==> src/core/ext_status_pkg.sv <==
// Constants and types shared by the external/status latch block.
// Assumes one 40 MHz clock and a synchronous active-high reset.
package ext_status_pkg;
  // ----------------------------------------------------------------
  // Register map, byte addresses on the AXI4-Lite bus
  // ----------------------------------------------------------------
  localparam int         ADDR_W    = 5;
  localparam logic [4:0] OFF_CMD   = 5'h00;
  localparam logic [4:0] OFF_ICTL  = 5'h04;
  localparam logic [4:0] OFF_RXCTL = 5'h08;
  localparam logic [4:0] OFF_ENA   = 5'h0c;
  localparam logic [4:0] OFF_STAT  = 5'h10;
  localparam logic [4:0] OFF_MODE  = 5'h14;
  localparam logic [4:0] OFF_PEND  = 5'h18;

  // ----------------------------------------------------------------
  // Field positions
  // ----------------------------------------------------------------
  localparam int ZC_POS     = 1;
  localparam int DCD_POS    = 3;
  localparam int SYNC_POS   = 4;
  localparam int CTS_POS    = 5;
  localparam int UND_POS    = 6;
  localparam int BRK_POS    = 7;
  localparam int MASTER_POS = 0;
  localparam int RXEN_POS   = 0;
  localparam int HUNT_POS   = 4;
  localparam int XTAL_POS   = 2;

  // Sources that close on both edges, on rising edge only
  localparam logic [7:0] ANY_MASK  = 8'hb8;
  localparam logic [7:0] RISE_MASK = 8'h42;
  localparam logic [7:0] ZC_MASK   = 8'h02;
  localparam logic [7:0] ENA_MASK  = 8'hfa;
  localparam logic [7:0] ENA_RST   = 8'h00;

  // Command codes in the low three bits of the command register
  localparam logic [2:0] CMD_RST_EXT    = 3'h2;
  localparam logic [2:0] CMD_SEND_ABORT = 3'h3;
  localparam logic [2:0] CMD_RST_UND    = 3'h6;

  localparam logic [2:0] ONES_ABORT  = 3'h7;
  localparam logic [1:0] RESP_OKAY   = 2'h0;
  localparam logic [1:0] RESP_SLVERR = 2'h2;

  typedef enum logic [1:0] {
    MODE_ASYNC, MODE_SYNC, MODE_SDLC, MODE_EXT_SYNC
  } mode_t;

  typedef enum logic [2:0] {
    SEL_CMD, SEL_ICTL, SEL_RXCTL, SEL_ENA, SEL_STAT, SEL_MODE,
    SEL_PEND, SEL_NONE
  } reg_sel_t;
endpackage

==> src/core/break_abort_det.sv <==
// Break (async) and abort (SDLC) detector on the received bit stream.
// Assumes one strobe per received bit, synchronous to sys_clk.
`timescale 1ns/1ps
module break_abort_det
  import ext_status_pkg::*;
(
  input  wire logic  sys_clk,
  input  wire logic  srst,
  input  wire mode_t mode,
  input  wire logic  rx_bit,
  input  wire logic  rx_bit_valid,
  input  wire logic  null_framing,
  output logic       brk_ff,
  output logic       abort_ff
);
  logic [2:0] ones_ff;
  logic       sdlc_set;

  assign sdlc_set = (mode == MODE_SDLC) && rx_bit_valid && rx_bit
                    && (ones_ff >= ONES_ABORT - 3'h1);

  // ----------------------------------------------------------------
  // Run of ones, saturating at seven
  // ----------------------------------------------------------------
  always_ff @(posedge sys_clk)
  begin
    if (srst || mode != MODE_SDLC || (rx_bit_valid && !rx_bit))
      ones_ff <= 3'h0;
    else if (rx_bit_valid && ones_ff != ONES_ABORT)
      ones_ff <= ones_ff + 3'h1;
  end

  always_ff @(posedge sys_clk)
  begin
    if (srst)
      brk_ff <= 1'b0;
    else if (mode == MODE_SDLC)
    begin
      if (sdlc_set)
        brk_ff <= 1'b1;
      else if (rx_bit_valid && !rx_bit)
        brk_ff <= 1'b0;
    end
    else if (mode == MODE_ASYNC)
    begin
      // A new break outranks the one bit that would end the old one
      if (null_framing)
        brk_ff <= 1'b1;
      else if (rx_bit_valid && rx_bit)
        brk_ff <= 1'b0;
    end
    else
      brk_ff <= 1'b0;
  end

  // One pulse per abort, used to throw the receiver into hunt
  always_ff @(posedge sys_clk)
  begin
    if (srst)
      abort_ff <= 1'b0;
    else
      abort_ff <= sdlc_set && !brk_ff;
  end
endmodule

==> src/core/ext_status_interrupt_latch.sv <==
// External/status latch and pending logic of one serial channel.
// Assumes AXI4-Lite register access and pins synchronous to sys_clk.
//
// Added by the designer: the AXI4-Lite register port and the address map.
`timescale 1ns/1ps
// Contract
// - Enabled sources other than zero count pass through the shared latch to status.
// - Disabled sources read live and never close the latches.
// - Master enable bit 0 gates pending; latches still work.
// - An enabled change closes all latches at once; underrun and zero count on rise only.
// - Reset-status command reopens the latches.
// - Pending is set while the latches are closed.
// - Five sources share identical enable behaviour.
// - Break reads 0 in byte sync; async null-break until a one.
// - SDLC abort is seven ones, cleared by a zero, forces hunt.
// - Both break edges close the latches when break is enabled.
// - Underrun clear by command does not close the latches.
// - Underrun sets on CRC load or send abort; always in async.
// - CTS and DCD follow pins and close on either edge.
// - Odd pin toggles while closed re-close the latches right after reopen.
// - Zero count follows counter, closes on set, reads live.
// - Zero count reads zero while its enable is clear.
// - Async and external sync: sync bit follows sync pin.
// - Crystal on in those modes forces sync bit to zero.
// - Byte sync: hunt set by command, cleared on sync found.
// - SDLC hunt by command, abort or enable; flag leaves it.
module ext_status_interrupt_latch
  import ext_status_pkg::*;
(
  input  wire logic              sys_clk,
  input  wire logic              srst,
  input  wire logic [ADDR_W-1:0] s_axi_awaddr,
  input  wire logic              s_axi_awvalid,
  output logic                   s_axi_awready,
  input  wire logic [31:0]       s_axi_wdata,
  input  wire logic [3:0]        s_axi_wstrb,
  input  wire logic              s_axi_wvalid,
  output logic                   s_axi_wready,
  output logic [1:0]             s_axi_bresp,
  output logic                   s_axi_bvalid,
  input  wire logic              s_axi_bready,
  input  wire logic [ADDR_W-1:0] s_axi_araddr,
  input  wire logic              s_axi_arvalid,
  output logic                   s_axi_arready,
  output logic [31:0]            s_axi_rdata,
  output logic [1:0]             s_axi_rresp,
  output logic                   s_axi_rvalid,
  input  wire logic              s_axi_rready,
  input  wire logic              cts_pin,
  input  wire logic              dcd_pin,
  input  wire logic              sync_pin,
  input  wire logic              rx_bit,
  input  wire logic              rx_bit_valid,
  input  wire logic              rx_null_framing,
  input  wire logic              flag_found,
  input  wire logic              char_sync_found,
  input  wire logic              crc_loaded,
  input  wire logic              baud_zero,
  output logic                   interrupt_pending
);
  logic [ADDR_W-1:0] awaddr_ff;
  logic [7:0]        wdata_ff;
  logic              wstrb0_ff;
  logic              aw_held_ff;
  logic              w_held_ff;
  logic              wr_fire;
  logic              wr_ok;
  reg_sel_t          wr_sel;
  logic              master_ff;
  logic              rx_en_ff;
  logic [7:0]        en_ff;
  mode_t             mode_ff;
  logic              xtal_ff;
  logic              und_ff;
  logic              hunt_ff;
  logic              brk_live;
  logic              abort_pulse;
  logic [7:0]        live_v;
  logic [7:0]        lat_ff;
  logic [7:0]        ev_v;
  logic [7:0]        status_v;
  logic              closed_ff;
  logic              close_ev;
  logic              nxt_closed;
  logic              nxt_master;
  logic              sync_forced;
  logic              pin_sync_mode;
  logic              cmd_rst_ext;
  logic              cmd_send_abort;
  logic              cmd_rst_und;
  logic              cmd_hunt;
  logic              rx_en_rise;

  // ----------------------------------------------------------------
  // Address decode, shared by the write and read paths
  // ----------------------------------------------------------------
  function automatic reg_sel_t decode(input logic [ADDR_W-1:0] a);
    unique case (a)
      OFF_CMD:   decode = SEL_CMD;
      OFF_ICTL:  decode = SEL_ICTL;
      OFF_RXCTL: decode = SEL_RXCTL;
      OFF_ENA:   decode = SEL_ENA;
      OFF_STAT:  decode = SEL_STAT;
      OFF_MODE:  decode = SEL_MODE;
      OFF_PEND:  decode = SEL_PEND;
      default:   decode = SEL_NONE;
    endcase
  endfunction

  // ----------------------------------------------------------------
  // AXI4-Lite write channels
  // ----------------------------------------------------------------
  assign wr_fire = aw_held_ff && w_held_ff && !s_axi_bvalid;
  assign wr_sel  = decode(awaddr_ff);
  assign wr_ok   = wr_fire && wstrb0_ff;

  always_ff @(posedge sys_clk)
  begin
    if (srst)
    begin
      aw_held_ff    <= 1'b0;
      s_axi_awready <= 1'b0;
      awaddr_ff     <= '0;
    end
    else if (s_axi_awvalid && s_axi_awready)
    begin
      aw_held_ff    <= 1'b1;
      s_axi_awready <= 1'b0;
      awaddr_ff     <= s_axi_awaddr;
    end
    else if (wr_fire)
      aw_held_ff    <= 1'b0;
    else if (!aw_held_ff && !s_axi_bvalid)
      s_axi_awready <= 1'b1;
  end

  always_ff @(posedge sys_clk)
  begin
    if (srst)
    begin
      w_held_ff    <= 1'b0;
      s_axi_wready <= 1'b0;
      wdata_ff     <= '0;
      wstrb0_ff    <= 1'b0;
    end
    else if (s_axi_wvalid && s_axi_wready)
    begin
      w_held_ff    <= 1'b1;
      s_axi_wready <= 1'b0;
      wdata_ff     <= s_axi_wdata[7:0];
      wstrb0_ff    <= s_axi_wstrb[0];
    end
    else if (wr_fire)
      w_held_ff    <= 1'b0;
    else if (!w_held_ff && !s_axi_bvalid)
      s_axi_wready <= 1'b1;
  end

  always_ff @(posedge sys_clk)
  begin
    if (srst)
    begin
      s_axi_bvalid <= 1'b0;
      s_axi_bresp  <= RESP_OKAY;
    end
    else if (wr_fire)
    begin
      s_axi_bvalid <= 1'b1;
      s_axi_bresp  <= (wr_sel == SEL_NONE) ? RESP_SLVERR : RESP_OKAY;
    end
    else if (s_axi_bready)
      s_axi_bvalid <= 1'b0;
  end

  // ----------------------------------------------------------------
  // Commands and control registers
  // ----------------------------------------------------------------
  assign cmd_rst_ext    = wr_ok && wr_sel == SEL_CMD
                          && wdata_ff[2:0] == CMD_RST_EXT;
  assign cmd_send_abort = wr_ok && wr_sel == SEL_CMD
                          && wdata_ff[2:0] == CMD_SEND_ABORT;
  assign cmd_rst_und    = wr_ok && wr_sel == SEL_CMD
                          && wdata_ff[2:0] == CMD_RST_UND;
  assign cmd_hunt       = wr_ok && wr_sel == SEL_RXCTL
                          && wdata_ff[HUNT_POS];
  assign rx_en_rise     = wr_ok && wr_sel == SEL_RXCTL
                          && wdata_ff[RXEN_POS] && !rx_en_ff;
  assign nxt_master     = (wr_ok && wr_sel == SEL_ICTL) ?
                          wdata_ff[MASTER_POS] : master_ff;

  always_ff @(posedge sys_clk)
  begin
    if (srst)
    begin
      master_ff <= 1'b0;
      rx_en_ff  <= 1'b0;
      en_ff     <= ENA_RST;
      mode_ff   <= MODE_ASYNC;
      xtal_ff   <= 1'b0;
    end
    else
    begin
      master_ff <= nxt_master;
      if (wr_ok && wr_sel == SEL_RXCTL)
        rx_en_ff <= wdata_ff[RXEN_POS];
      if (wr_ok && wr_sel == SEL_ENA)
        en_ff    <= wdata_ff & ENA_MASK;
      if (wr_ok && wr_sel == SEL_MODE)
      begin
        mode_ff  <= mode_t'(wdata_ff[1:0]);
        xtal_ff  <= wdata_ff[XTAL_POS];
      end
    end
  end

  // ----------------------------------------------------------------
  // Internal sources: underrun, hunt, break/abort
  // ----------------------------------------------------------------
  always_ff @(posedge sys_clk)
  begin
    if (srst)
      und_ff <= 1'b0;
    else if (crc_loaded || cmd_send_abort)
      und_ff <= 1'b1;
    else if (cmd_rst_und)
      und_ff <= 1'b0;
  end

  // Entry outranks exit so an abort on the flag cycle is not lost
  always_ff @(posedge sys_clk)
  begin
    if (srst)
      hunt_ff <= 1'b0;
    else if (mode_ff == MODE_SYNC)
    begin
      if (cmd_hunt)
        hunt_ff <= 1'b1;
      else if (char_sync_found)
        hunt_ff <= 1'b0;
    end
    else if (mode_ff == MODE_SDLC)
    begin
      if (cmd_hunt || abort_pulse || rx_en_rise)
        hunt_ff <= 1'b1;
      else if (flag_found)
        hunt_ff <= 1'b0;
    end
    else
      hunt_ff <= 1'b0;
  end

  break_abort_det u_brk (
    .sys_clk      (sys_clk),
    .srst         (srst),
    .mode         (mode_ff),
    .rx_bit       (rx_bit),
    .rx_bit_valid (rx_bit_valid),
    .null_framing (rx_null_framing),
    .brk_ff       (brk_live),
    .abort_ff     (abort_pulse)
  );

  // ----------------------------------------------------------------
  // Live source vector and the shared latch
  // ----------------------------------------------------------------
  assign pin_sync_mode = mode_ff == MODE_ASYNC
                         || mode_ff == MODE_EXT_SYNC;
  assign sync_forced   = pin_sync_mode && xtal_ff;

  always_comb
  begin
    live_v           = '0;
    live_v[BRK_POS]  = brk_live;
    live_v[UND_POS]  = (mode_ff == MODE_ASYNC) || und_ff;
    live_v[CTS_POS]  = cts_pin;
    live_v[DCD_POS]  = dcd_pin;
    live_v[SYNC_POS] = pin_sync_mode ? (sync_pin && !xtal_ff)
                                     : hunt_ff;
    live_v[ZC_POS]   = baud_zero && en_ff[ZC_POS];
  end

  // The latch value doubles as the reference for edge detection:
  // after a reopen, an odd toggle count still differs from it.
  always_comb
  begin
    ev_v = en_ff & (((live_v ^ lat_ff) & ANY_MASK)
                    | (live_v & ~lat_ff & RISE_MASK));
    if (sync_forced)
      ev_v[SYNC_POS] = 1'b0;
  end

  assign close_ev   = !closed_ff && (|ev_v);
  assign nxt_closed = close_ev
                      || (closed_ff && !cmd_rst_ext);

  always_ff @(posedge sys_clk)
  begin
    if (srst)
      lat_ff <= '0;
    else if (!closed_ff)
      lat_ff <= live_v;
  end

  always_ff @(posedge sys_clk)
  begin
    if (srst)
      closed_ff <= 1'b0;
    else
      closed_ff <= nxt_closed;
  end

  always_ff @(posedge sys_clk)
  begin
    if (srst)
      interrupt_pending <= 1'b0;
    else
      interrupt_pending <= nxt_closed && nxt_master;
  end

  // Enabled bits read the latch, others and zero count read live
  assign status_v = (en_ff & lat_ff & ~ZC_MASK)
                    | (~en_ff & live_v)
                    | (live_v & ZC_MASK);

  // ----------------------------------------------------------------
  // AXI4-Lite read channels
  // ----------------------------------------------------------------
  always_ff @(posedge sys_clk)
  begin
    if (srst)
    begin
      s_axi_arready <= 1'b0;
      s_axi_rvalid  <= 1'b0;
      s_axi_rdata   <= '0;
      s_axi_rresp   <= RESP_OKAY;
    end
    else if (s_axi_arvalid && s_axi_arready)
    begin
      s_axi_arready <= 1'b0;
      s_axi_rvalid  <= 1'b1;
      s_axi_rresp   <= RESP_OKAY;
      s_axi_rdata   <= '0;
      unique case (decode(s_axi_araddr))
        SEL_CMD:   s_axi_rdata      <= '0;
        SEL_ICTL:  s_axi_rdata[0]   <= master_ff;
        SEL_RXCTL: s_axi_rdata[0]   <= rx_en_ff;
        SEL_ENA:   s_axi_rdata[7:0] <= en_ff;
        SEL_STAT:  s_axi_rdata[7:0] <= status_v;
        SEL_MODE:  s_axi_rdata[2:0] <= {xtal_ff, mode_ff};
        SEL_PEND:  s_axi_rdata[0]   <= interrupt_pending;
        SEL_NONE:  s_axi_rresp      <= RESP_SLVERR;
      endcase
    end
    else if (s_axi_rvalid && s_axi_rready)
      s_axi_rvalid  <= 1'b0;
    else if (!s_axi_rvalid)
      s_axi_arready <= 1'b1;
  end
endmodule

==> config.mk <==
export PLATFORM = sky130hd
export DESIGN_NAME = ext_status_interrupt_latch
export DESIGN_NICKNAME = d
export VERILOG_FILES = /design/src/core/ext_status_pkg.sv /design/src/core/break_abort_det.sv /design/src/core/ext_status_interrupt_latch.sv
export SDC_FILE = /design/constraint.sdc
export NUM_CORES = 1
export LEC_CHECK = 0
export BUFFER_PORTS_ARGS = -buffer_cell sky130_fd_sc_hd__buf_2
export CAP_MARGIN = 20
export CORE_MARGIN = 1.5
export CORE_UTILIZATION = 45
export CTS_CLUSTER_DIAMETER = 150
export DETAILED_ROUTE_END_ITERATION = 16
export GPL_TIMING_DRIVEN = 0
export PLACE_DENSITY = 0.75
export SYNTH_ARGS = -nofsm -noshare
export SYNTH_HDL_FRONTEND = slang
export SYNTH_SLANG_ARGS = --single-unit
==> constraint.sdc <==
create_clock -name sys_clk -period 2.2 [get_ports sys_clk]
set_clock_uncertainty 0.15 [all_clocks]
set_input_delay 0.44 -clock sys_clk [delete_from_list [all_inputs] [get_ports sys_clk]]
set_output_delay 0.44 -clock sys_clk [all_outputs]
set_load 0.01 [all_outputs]
==> results of run 1 <==
==> worst max-delay path, stage by stage, from the launching register on <==
cell,delay [ns]
dfxtp_1,0.40
inv_1,0.08
ha_1,0.32
nor3b_1,0.19
a21oi_1,0.08
or3b_2,0.44
a311oi_1,0.25
==> layer usage <==
metal  GRT usage [%]  vias to the layer above  part of all wire (%)
li1                -                     1267                     -
met3            7.91                        6                   5.6
met2            32.2                       67                    48
met4            4.67                        0                  0.92
met1            23.6                     1111                    45
met5               0                        -                     0
==> worst max path at each step <==
stage | slack [ns] | to
floorplan | 0.03 | s_axi_rdata[3]
global placement | -0.24 | s_axi_rdata[7]
detailed placement | -0.27 | s_axi_rdata[3]
CTS | 0.08 | s_axi_rdata[7]
global route | 0.02 | s_axi_rdata[4]
finish | 0.18 | s_axi_rdata[4]
==> report_power, final <==
part	total [mW]	leakage (nW)	internal, mW	switching, mW
clock	1.03	0.105	0.613	0.414
sequential	1.11	0.465	1.07	0.0350
combinational	0.262	0.924	0.119	0.144
==> stage by stage <==
stage | instances | hold WS, ns | util (%) | power [mW]
floorplan | 355 | 0.286 | - | 1.30
global placement | 480 | 0.297 | 54.5 | 1.38
detailed placement | 480 | 0.302 | 54.5 | 1.39
CTS | 496 | 0.170 | 58.0 | 2.41
global route | 496 | 0.177 | 58.2 | 2.49
finish | 496 | 0.181 | 58.2 | 2.40
==> flip-flops by register name, summed over array words and instances (netlist names), 2 cells and up <==
name           cells
en_ff              6
awaddr_ff          5
s_axi_rdata        8
lat_ff             6
mode_ff            2
wdata_ff           8
u_brk.ones_ff      3
==> cell usage in the layout, fill, tap and decap left out, types with 6 or more instances in the layout <==
cell type	netlist	routed
ha_1	9	9
nand3_1	8	8
nand2_1	31	31
dfxtp_1	57	57
buf_4	26	26
buf_2	0	50
a211oi_1	9	9
clkbuf_1	11	10
nor2_1	37	37
inv_1	15	15
a21oi_1	34	34
clkbuf_8	0	12
conb_1	1	26
a21o_1	6	6
mux2i_1	16	16
==> final cells by class <==
cell class	instances	area [um2]
Clock buffer	12	165
Tap cell	75	93.8
Sequential cell	57	1140
Multi-Input combinational cell	243	1490
Timing Repair Buffer	50	250
Buffer	40	256
Inverter	15	56.3
Clock inverter	4	50.0
Fill cell	583	2520
==> cell families (layout without fill, tap and decap cells) <==
family                   Yosys count  in the layout
AND/OR/NAND/NOR                  114            114
adder cells (fa/ha/maj)            9              9
flip-flops                        57             57
other                              1             26
multiplexers                      18             18
buffers and inverters             55            121
AO/OA/AOI/OAI                     70             70
XOR/XNOR                           6              6
==> what timing repair did <==
item                                    in CTS  in global routing
endpoints found under the setup margin       0                  6
gates resized for setup                      0                  3
buffers inserted                             0                  0
==> run_summary.xml, run 1 <==
<?xml version="1.0" encoding="UTF-8"?>
<metrics>
  <group name="global_routing">
    <metric name="first_global_vias" unit="">2204</metric>
    <metric name="track_usage" unit="%">19.5</metric>
    <metric name="pin_count_of_the_biggest_net_entering_global_routing" unit="">11</metric>
    <metric name="grt_antenna_before_repair" unit="">0</metric>
    <metric name="global_route_wire_length_before_repair" unit="um">9740</metric>
    <metric name="gr-total-overflow" unit="">0</metric>
  </group>
  <group name="synthesis">
    <metric name="synth_edf_count" unit="">0</metric>
    <metric name="yosys-top-cells-count" unit="">dfxtp_1 (57), nor2_1 (37), a21oi_1 (34)</metric>
    <metric name="synth_warnings" unit="">0</metric>
    <metric name="synth_largest_area_cell" unit="">dfxtp_1</metric>
    <metric name="synth_area" unit="um2">2840</metric>
    <metric name="syn-instance-count" unit="">330</metric>
    <metric name="yosys-mux-area-fraction" unit="%">6.42</metric>
    <metric name="synth.most_common_cell" unit="">dfxtp_1</metric>
    <metric name="synth-seq-cells" unit="">57</metric>
    <metric name="yosys-top-cells-area" unit="">dfxtp_1 (40%), buf_4 (6.9%), a21oi_1 (6.0%)</metric>
    <metric name="synth-async-reset-ratio" unit="%">0</metric>
    <metric name="post_synth_xor_area_fraction" unit="%">1.85</metric>
    <metric name="post_synth.cell_area_avg" unit="um2">8.62</metric>
    <metric name="post-synth-top-area-fraction" unit="%">40.1</metric>
    <metric name="ys_types" unit="">48</metric>
    <metric name="seq_area_frac_synth" unit="%">40.1</metric>
    <metric name="synth_compound_gate_area_share" unit="%">15.8</metric>
    <metric name="synth-main-ff-cell" unit="">dfxtp_1</metric>
    <metric name="synth_top_family_by_area" unit="">simple AND/OR/NAND/NOR gates</metric>
    <metric name="post_synth_fa_ha_maj_area_fraction" unit="%">3.96</metric>
    <metric name="synthSimpleGateAreaFrac" unit="%">20.8</metric>
  </group>
  <group name="timing">
    <metric name="finalHoldViolCount" unit="">0</metric>
    <metric name="maxSlewHeadroom" unit="%">54.2</metric>
    <metric name="grt_setup_unrepaired" unit="">false</metric>
    <metric name="finalCriticalPeriod" unit="ns">2.02</metric>
    <metric name="setup_violations" unit="">0</metric>
    <metric name="timing.final.max_slew_violations" unit="">0</metric>
    <metric name="layout_setup_ws" unit="ns">0.177</metric>
    <metric name="timing_worst_slew_pin_value" unit="ns">0.687</metric>
    <metric name="setup-tns-final" unit="ns">0</metric>
    <metric name="fmax" unit="MHz">494</metric>
    <metric name="post_route_clock_period_utilization" unit="%">92.0</metric>
  </group>
  <group name="finish">
    <metric name="layout_stage_area_growth_over_the_synthesis_result" unit="%">23.2</metric>
    <metric name="n_antenna_cell" unit="">0</metric>
    <metric name="final_design_area_no_fill" unit="um2">3500</metric>
    <metric name="final_net_count" unit="">488</metric>
    <metric name="post_route_cells_drive_above_1_share" unit="%">25.4</metric>
  </group>
  <group name="die">
    <metric name="initial_utilization" unit="%">47.2</metric>
    <metric name="ioPinCount" unit="">105</metric>
    <metric name="num_rows" unit="">28</metric>
    <metric name="die_y" unit="um">82.5</metric>
    <metric name="design.core.area" unit="um2">6030</metric>
    <metric name="die_area" unit="um2">6810</metric>
    <metric name="die_width" unit="um">82.5</metric>
  </group>
  <group name="drt">
    <metric name="drt_iter0_markers" unit="">96</metric>
    <metric name="number_of_nets_with_antenna_violations_after_detailed_routing" unit="">0</metric>
    <metric name="detail_route.wirelength" unit="um">6190</metric>
    <metric name="drc" unit="">0</metric>
    <metric name="route.detailed.wl_per_inst" unit="um">12.5</metric>
    <metric name="detailroute.via_count" unit="">2451</metric>
    <metric name="drt_pre_antenna_iters" unit="">4</metric>
    <metric name="viasPerCell" unit="">4.94</metric>
  </group>
  <group name="worst_setup_path">
    <metric name="worstSetupPathType" unit="">reg -&gt; reg</metric>
    <metric name="worstReg2RegEnd" unit="">s_axi_rdata[4]</metric>
    <metric name="cp_data_required_time" unit="ns">2.30</metric>
    <metric name="r2r.worst_path.cells" unit="">6</metric>
    <metric name="arrival" unit="ns">2.13</metric>
    <metric name="crit_path_start_kind" unit="">flop</metric>
    <metric name="worstSetupStartpoint" unit="">mode_ff[1]</metric>
    <metric name="critical_path.max_fanout" unit="">4</metric>
    <metric name="critPathCaptureType" unit="">flop</metric>
    <metric name="r2r_setup_slack" unit="ns">0.18</metric>
    <metric name="timing.rr.start" unit="">mode_ff[1]</metric>
  </group>
  <group name="placed_design">
    <metric name="hpwl" unit="um">4660</metric>
    <metric name="detailedPlace.worstSlack" unit="ns">-0.273</metric>
    <metric name="placement.cell_area" unit="um2">3280</metric>
    <metric name="gpl.final_weighted_congestion" unit="">0.781</metric>
    <metric name="port-buffer-count" unit="">50</metric>
  </group>
  <group name="min_path">
    <metric name="whs_path_depth" unit="">3</metric>
    <metric name="worst_hold_path_type" unit="">in -&gt; reg</metric>
    <metric name="source_of_the_worst_hold_timing_path" unit="">s_axi_wdata[4]</metric>
    <metric name="hold_end" unit="">wdata_ff[4]</metric>
  </group>
  <group name="outcome">
    <metric name="status" unit="">complete, no violations</metric>
  </group>
  <group name="clock_network">
    <metric name="root_buffer" unit="">clkbuf_8</metric>
    <metric name="h-tree-depth" unit="">3</metric>
    <metric name="worstSkewPairLatency" unit="ns">0.34</metric>
    <metric name="cts.hold.buffers_added" unit="">0</metric>
    <metric name="cts.path.max_buffers" unit="">2</metric>
    <metric name="cts_tree" unit="">done</metric>
    <metric name="tritoncts_num_sinks" unit="">57</metric>
    <metric name="tritoncts.num_buffers" unit="">9</metric>
    <metric name="cts.reportedPaths.clkPinSlew" unit="ns">0.06</metric>
  </group>
  <group name="pwr">
    <metric name="power_density" unit="nW/um2">684</metric>
    <metric name="irDropWorstVdd" unit="uV">738</metric>
    <metric name="p_leak" unit="nW">1.49</metric>
  </group>
  <group name="run">
    <metric name="max-cap-violations" unit="">0</metric>
  </group>
</metrics>
Power figures use the tool's default switching activity.
==> inputs of run 2 (changes only) <==
- PLACE_DENSITY: 0.75 -> 0.78
==> run 2 against run 1 <==
Net effect:
- worst setup slack lost 0.012 ns
- global-route usage up 0.78 points
- sequential power about the same
- critical endpoint unchanged
==> run_summary.xml, run 2 (synthesis gave the netlist of run 1 again) <==
<?xml version="1.0" encoding="UTF-8"?>
<metrics>
  <group name="outcome">
    <metric name="status" unit="">complete, no violations</metric>
  </group>
  <group name="drt">
    <metric name="drt_pre_antenna_iters" unit="">5</metric>
    <metric name="detailroute.via_count" unit="">2460</metric>
    <metric name="number_of_nets_with_antenna_violations_after_detailed_routing" unit="">0</metric>
    <metric name="viasPerCell" unit="">4.97</metric>
    <metric name="detail_route.wirelength" unit="um">6420</metric>
    <metric name="route.detailed.wl_per_inst" unit="um">13.0</metric>
    <metric name="drc" unit="">0</metric>
    <metric name="drt_iter0_markers" unit="">112</metric>
  </group>
  <group name="finish">
    <metric name="n_antenna_cell" unit="">0</metric>
    <metric name="post_route_cells_drive_above_1_share" unit="%">25.2</metric>
    <metric name="sequential_cell_area" unit="um2">1140</metric>
    <metric name="final.fill_count" unit="">572</metric>
    <metric name="layout_commonest_cell" unit="">dfxtp_1</metric>
    <metric name="layout_stage_area_growth_over_the_synthesis_result" unit="%">23.3</metric>
    <metric name="reg.largest.list" unit="">s_axi_rdata x8, wdata_ff x8</metric>
    <metric name="most-common-layout-cells" unit="">dfxtp_1 (57), buf_2 (50), nor2_1 (37), a21oi_1 (34), nand2_1 (31)</metric>
    <metric name="final_net_count" unit="">488</metric>
    <metric name="fin_cells" unit="">495</metric>
    <metric name="multi_input_comb_area" unit="um2">1490</metric>
  </group>
  <group name="timing">
    <metric name="timing.final.max_slew_violations" unit="">0</metric>
    <metric name="maxSlewHeadroom" unit="%">59.4</metric>
    <metric name="worst_hold_slack" unit="ns">0.177</metric>
    <metric name="finalHoldViolCount" unit="">0</metric>
    <metric name="timing_worst_slew_pin_value" unit="ns">0.609</metric>
    <metric name="finalCriticalPeriod" unit="ns">2.04</metric>
    <metric name="grt_setup_unrepaired" unit="">false</metric>
    <metric name="post_route_clock_period_utilization" unit="%">92.5</metric>
    <metric name="fmax" unit="MHz">491</metric>
    <metric name="setup_violations" unit="">0</metric>
    <metric name="layout_setup_ws" unit="ns">0.164</metric>
    <metric name="setup-tns-final" unit="ns">0</metric>
  </group>
  <group name="placed_design">
    <metric name="placed_cells_incl_taps" unit="">480</metric>
    <metric name="hpwl" unit="um">4760</metric>
    <metric name="port-buffer-count" unit="">50</metric>
    <metric name="gpl.final_weighted_congestion" unit="">0.848</metric>
    <metric name="detailedPlace.worstSlack" unit="ns">-0.284</metric>
  </group>
  <group name="die">
    <metric name="die_y" unit="um">82.5</metric>
    <metric name="die_width" unit="um">82.5</metric>
    <metric name="design.core.area" unit="um2">6030</metric>
    <metric name="die_area" unit="um2">6810</metric>
    <metric name="initial_utilization" unit="%">47.2</metric>
    <metric name="num_rows" unit="">28</metric>
    <metric name="ioPinCount" unit="">105</metric>
  </group>
  <group name="pwr">
    <metric name="power" unit="mW">2.45</metric>
    <metric name="irDropWorstVdd" unit="uV">482</metric>
    <metric name="p_leak" unit="nW">1.49</metric>
    <metric name="power_frac_comb" unit="%">10.7</metric>
    <metric name="share_clk_of_total_power" unit="%">44.1</metric>
    <metric name="seq_power_share" unit="%">45.2</metric>
    <metric name="power_density" unit="nW/um2">699</metric>
    <metric name="power.switching" unit="mW">0.600</metric>
    <metric name="p_int" unit="mW">1.85</metric>
    <metric name="power.share.switching" unit="%">24.5</metric>
  </group>
  <group name="worst_setup_path">
    <metric name="critical_path.max_fanout" unit="">4</metric>
    <metric name="critical-path-max-stage-delay" unit="ns">0.45</metric>
    <metric name="critPathCaptureType" unit="">flop</metric>
    <metric name="crit_path_start_kind" unit="">flop</metric>
    <metric name="cp_data_required_time" unit="ns">2.31</metric>
    <metric name="worstSetupPathType" unit="">reg -&gt; reg</metric>
    <metric name="arrival" unit="ns">2.14</metric>
    <metric name="cpMaxStageDelayCell" unit="">or3b_2</metric>
    <metric name="crit_path_cell_trace" unit="">inv_1, ha_1, nor3b_1, a21oi_1, or3b_2, a311oi_1</metric>
  </group>
  <group name="clock_network">
    <metric name="worstSkewPairLatency" unit="ns">0.34</metric>
    <metric name="h-tree-depth" unit="">3</metric>
    <metric name="root_buffer" unit="">clkbuf_8</metric>
    <metric name="cts.path.max_buffers" unit="">2</metric>
    <metric name="cts_tree" unit="">done</metric>
    <metric name="tritoncts.num_buffers" unit="">9</metric>
    <metric name="cts.hold.buffers_added" unit="">0</metric>
    <metric name="tritoncts_num_sinks" unit="">57</metric>
    <metric name="cts.reportedPaths.clkPinSlew" unit="ns">0.07</metric>
  </group>
  <group name="global_routing">
    <metric name="gr-total-overflow" unit="">0</metric>
    <metric name="first_global_vias" unit="">2180</metric>
    <metric name="grt_antenna_before_repair" unit="">0</metric>
    <metric name="pin_count_of_the_biggest_net_entering_global_routing" unit="">11</metric>
    <metric name="track_usage" unit="%">20.3</metric>
    <metric name="global_route_wire_length_before_repair" unit="um">10100</metric>
  </group>
  <group name="min_path">
    <metric name="worst_hold_path_type" unit="">in -&gt; reg</metric>
  </group>
  <group name="run">
    <metric name="max-cap-violations" unit="">0</metric>
  </group>
</metrics>
run 2: cell types whose count changed in the layout (fill, tap and decap cells not counted):
cell       previous run  this run
bufinv_16             1         2
clkbuf_8             12        10
run 2: timing repair:
| item | 4_1_cts | 5_1_grt |
|---|---|---|
| gates resized for setup | 0 | 3 |
| endpoints found under the setup margin | 0 | 4 |
| setup buffers | 0 | 0 |
run 2: area by class of cell:
cell class	count	area share, %
multi-input combinational	243	42.5
sequential	57	32.5
buffer	40	7.31
timing repair buffer	50	7.14
clock buffer	10	3.92
tap	75	2.68
clock inverter	5	2.28
inverter	15	1.61
run 2: worst paths after layout:
check | startpoint | slack (ns) | endpoint | cells after the start
worst max-delay path | mode_ff[1] | 0.16 | s_axi_rdata[4] | 6
worst min-delay path | s_axi_wdata[6] | 0.18 | wdata_ff[6] | 3
worst max register to register | mode_ff[1] | 0.16 | s_axi_rdata[4] | 6
worst min register to register | wdata_ff[6] | 0.31 | wdata_ff[6] | 2
run 2: critical path, delay by kind of cell, from the launching register on:
family	cells	cell delay (ns)
compound gates	2	0.34
flops	1	0.41
fa+ha+maj	1	0.33
simple gates	2	0.64
buf+inv	1	0.09
run 2: metal layers:
| metal | vias up | track usage (%) | wire, um |
|---|---|---|---|
| met3 | 10 | 7.25 | 435 |
| met5 | - | 0 | 0 |
| li1 | 1270 | - | - |
| met1 | 1119 | 24.4 | 2710 |
| met2 | 61 | 33.8 | 3200 |
| met4 | 0 | 6.00 | 74 |
run 2: per-stage QoR:
| stage | utilization (%) | area [um2] |
|---|---|---|
| after CTS | 58.1 | 3500 |
| final | 58.2 | 3510 |
| after detailed placement | 54.5 | 3280 |
| after global placement | 54.5 | 3280 |
| after floorplan | - | 2940 |
| after global routing | 58.2 | 3510 |
run 2: power groups by stage:
| stage | logic [mW] | registers (mW) | clock network (mW) |
|---|---|---|---|
| floorplan | 0.171 | 1.13 | 0 |
| detailed placement | 0.258 | 1.13 | 0 |
| global placement | 0.254 | 1.13 | 0 |
| finish | 0.262 | 1.11 | 1.08 |
| CTS | 0.260 | 1.11 | 1.10 |
| global route | 0.292 | 1.11 | 1.14 |
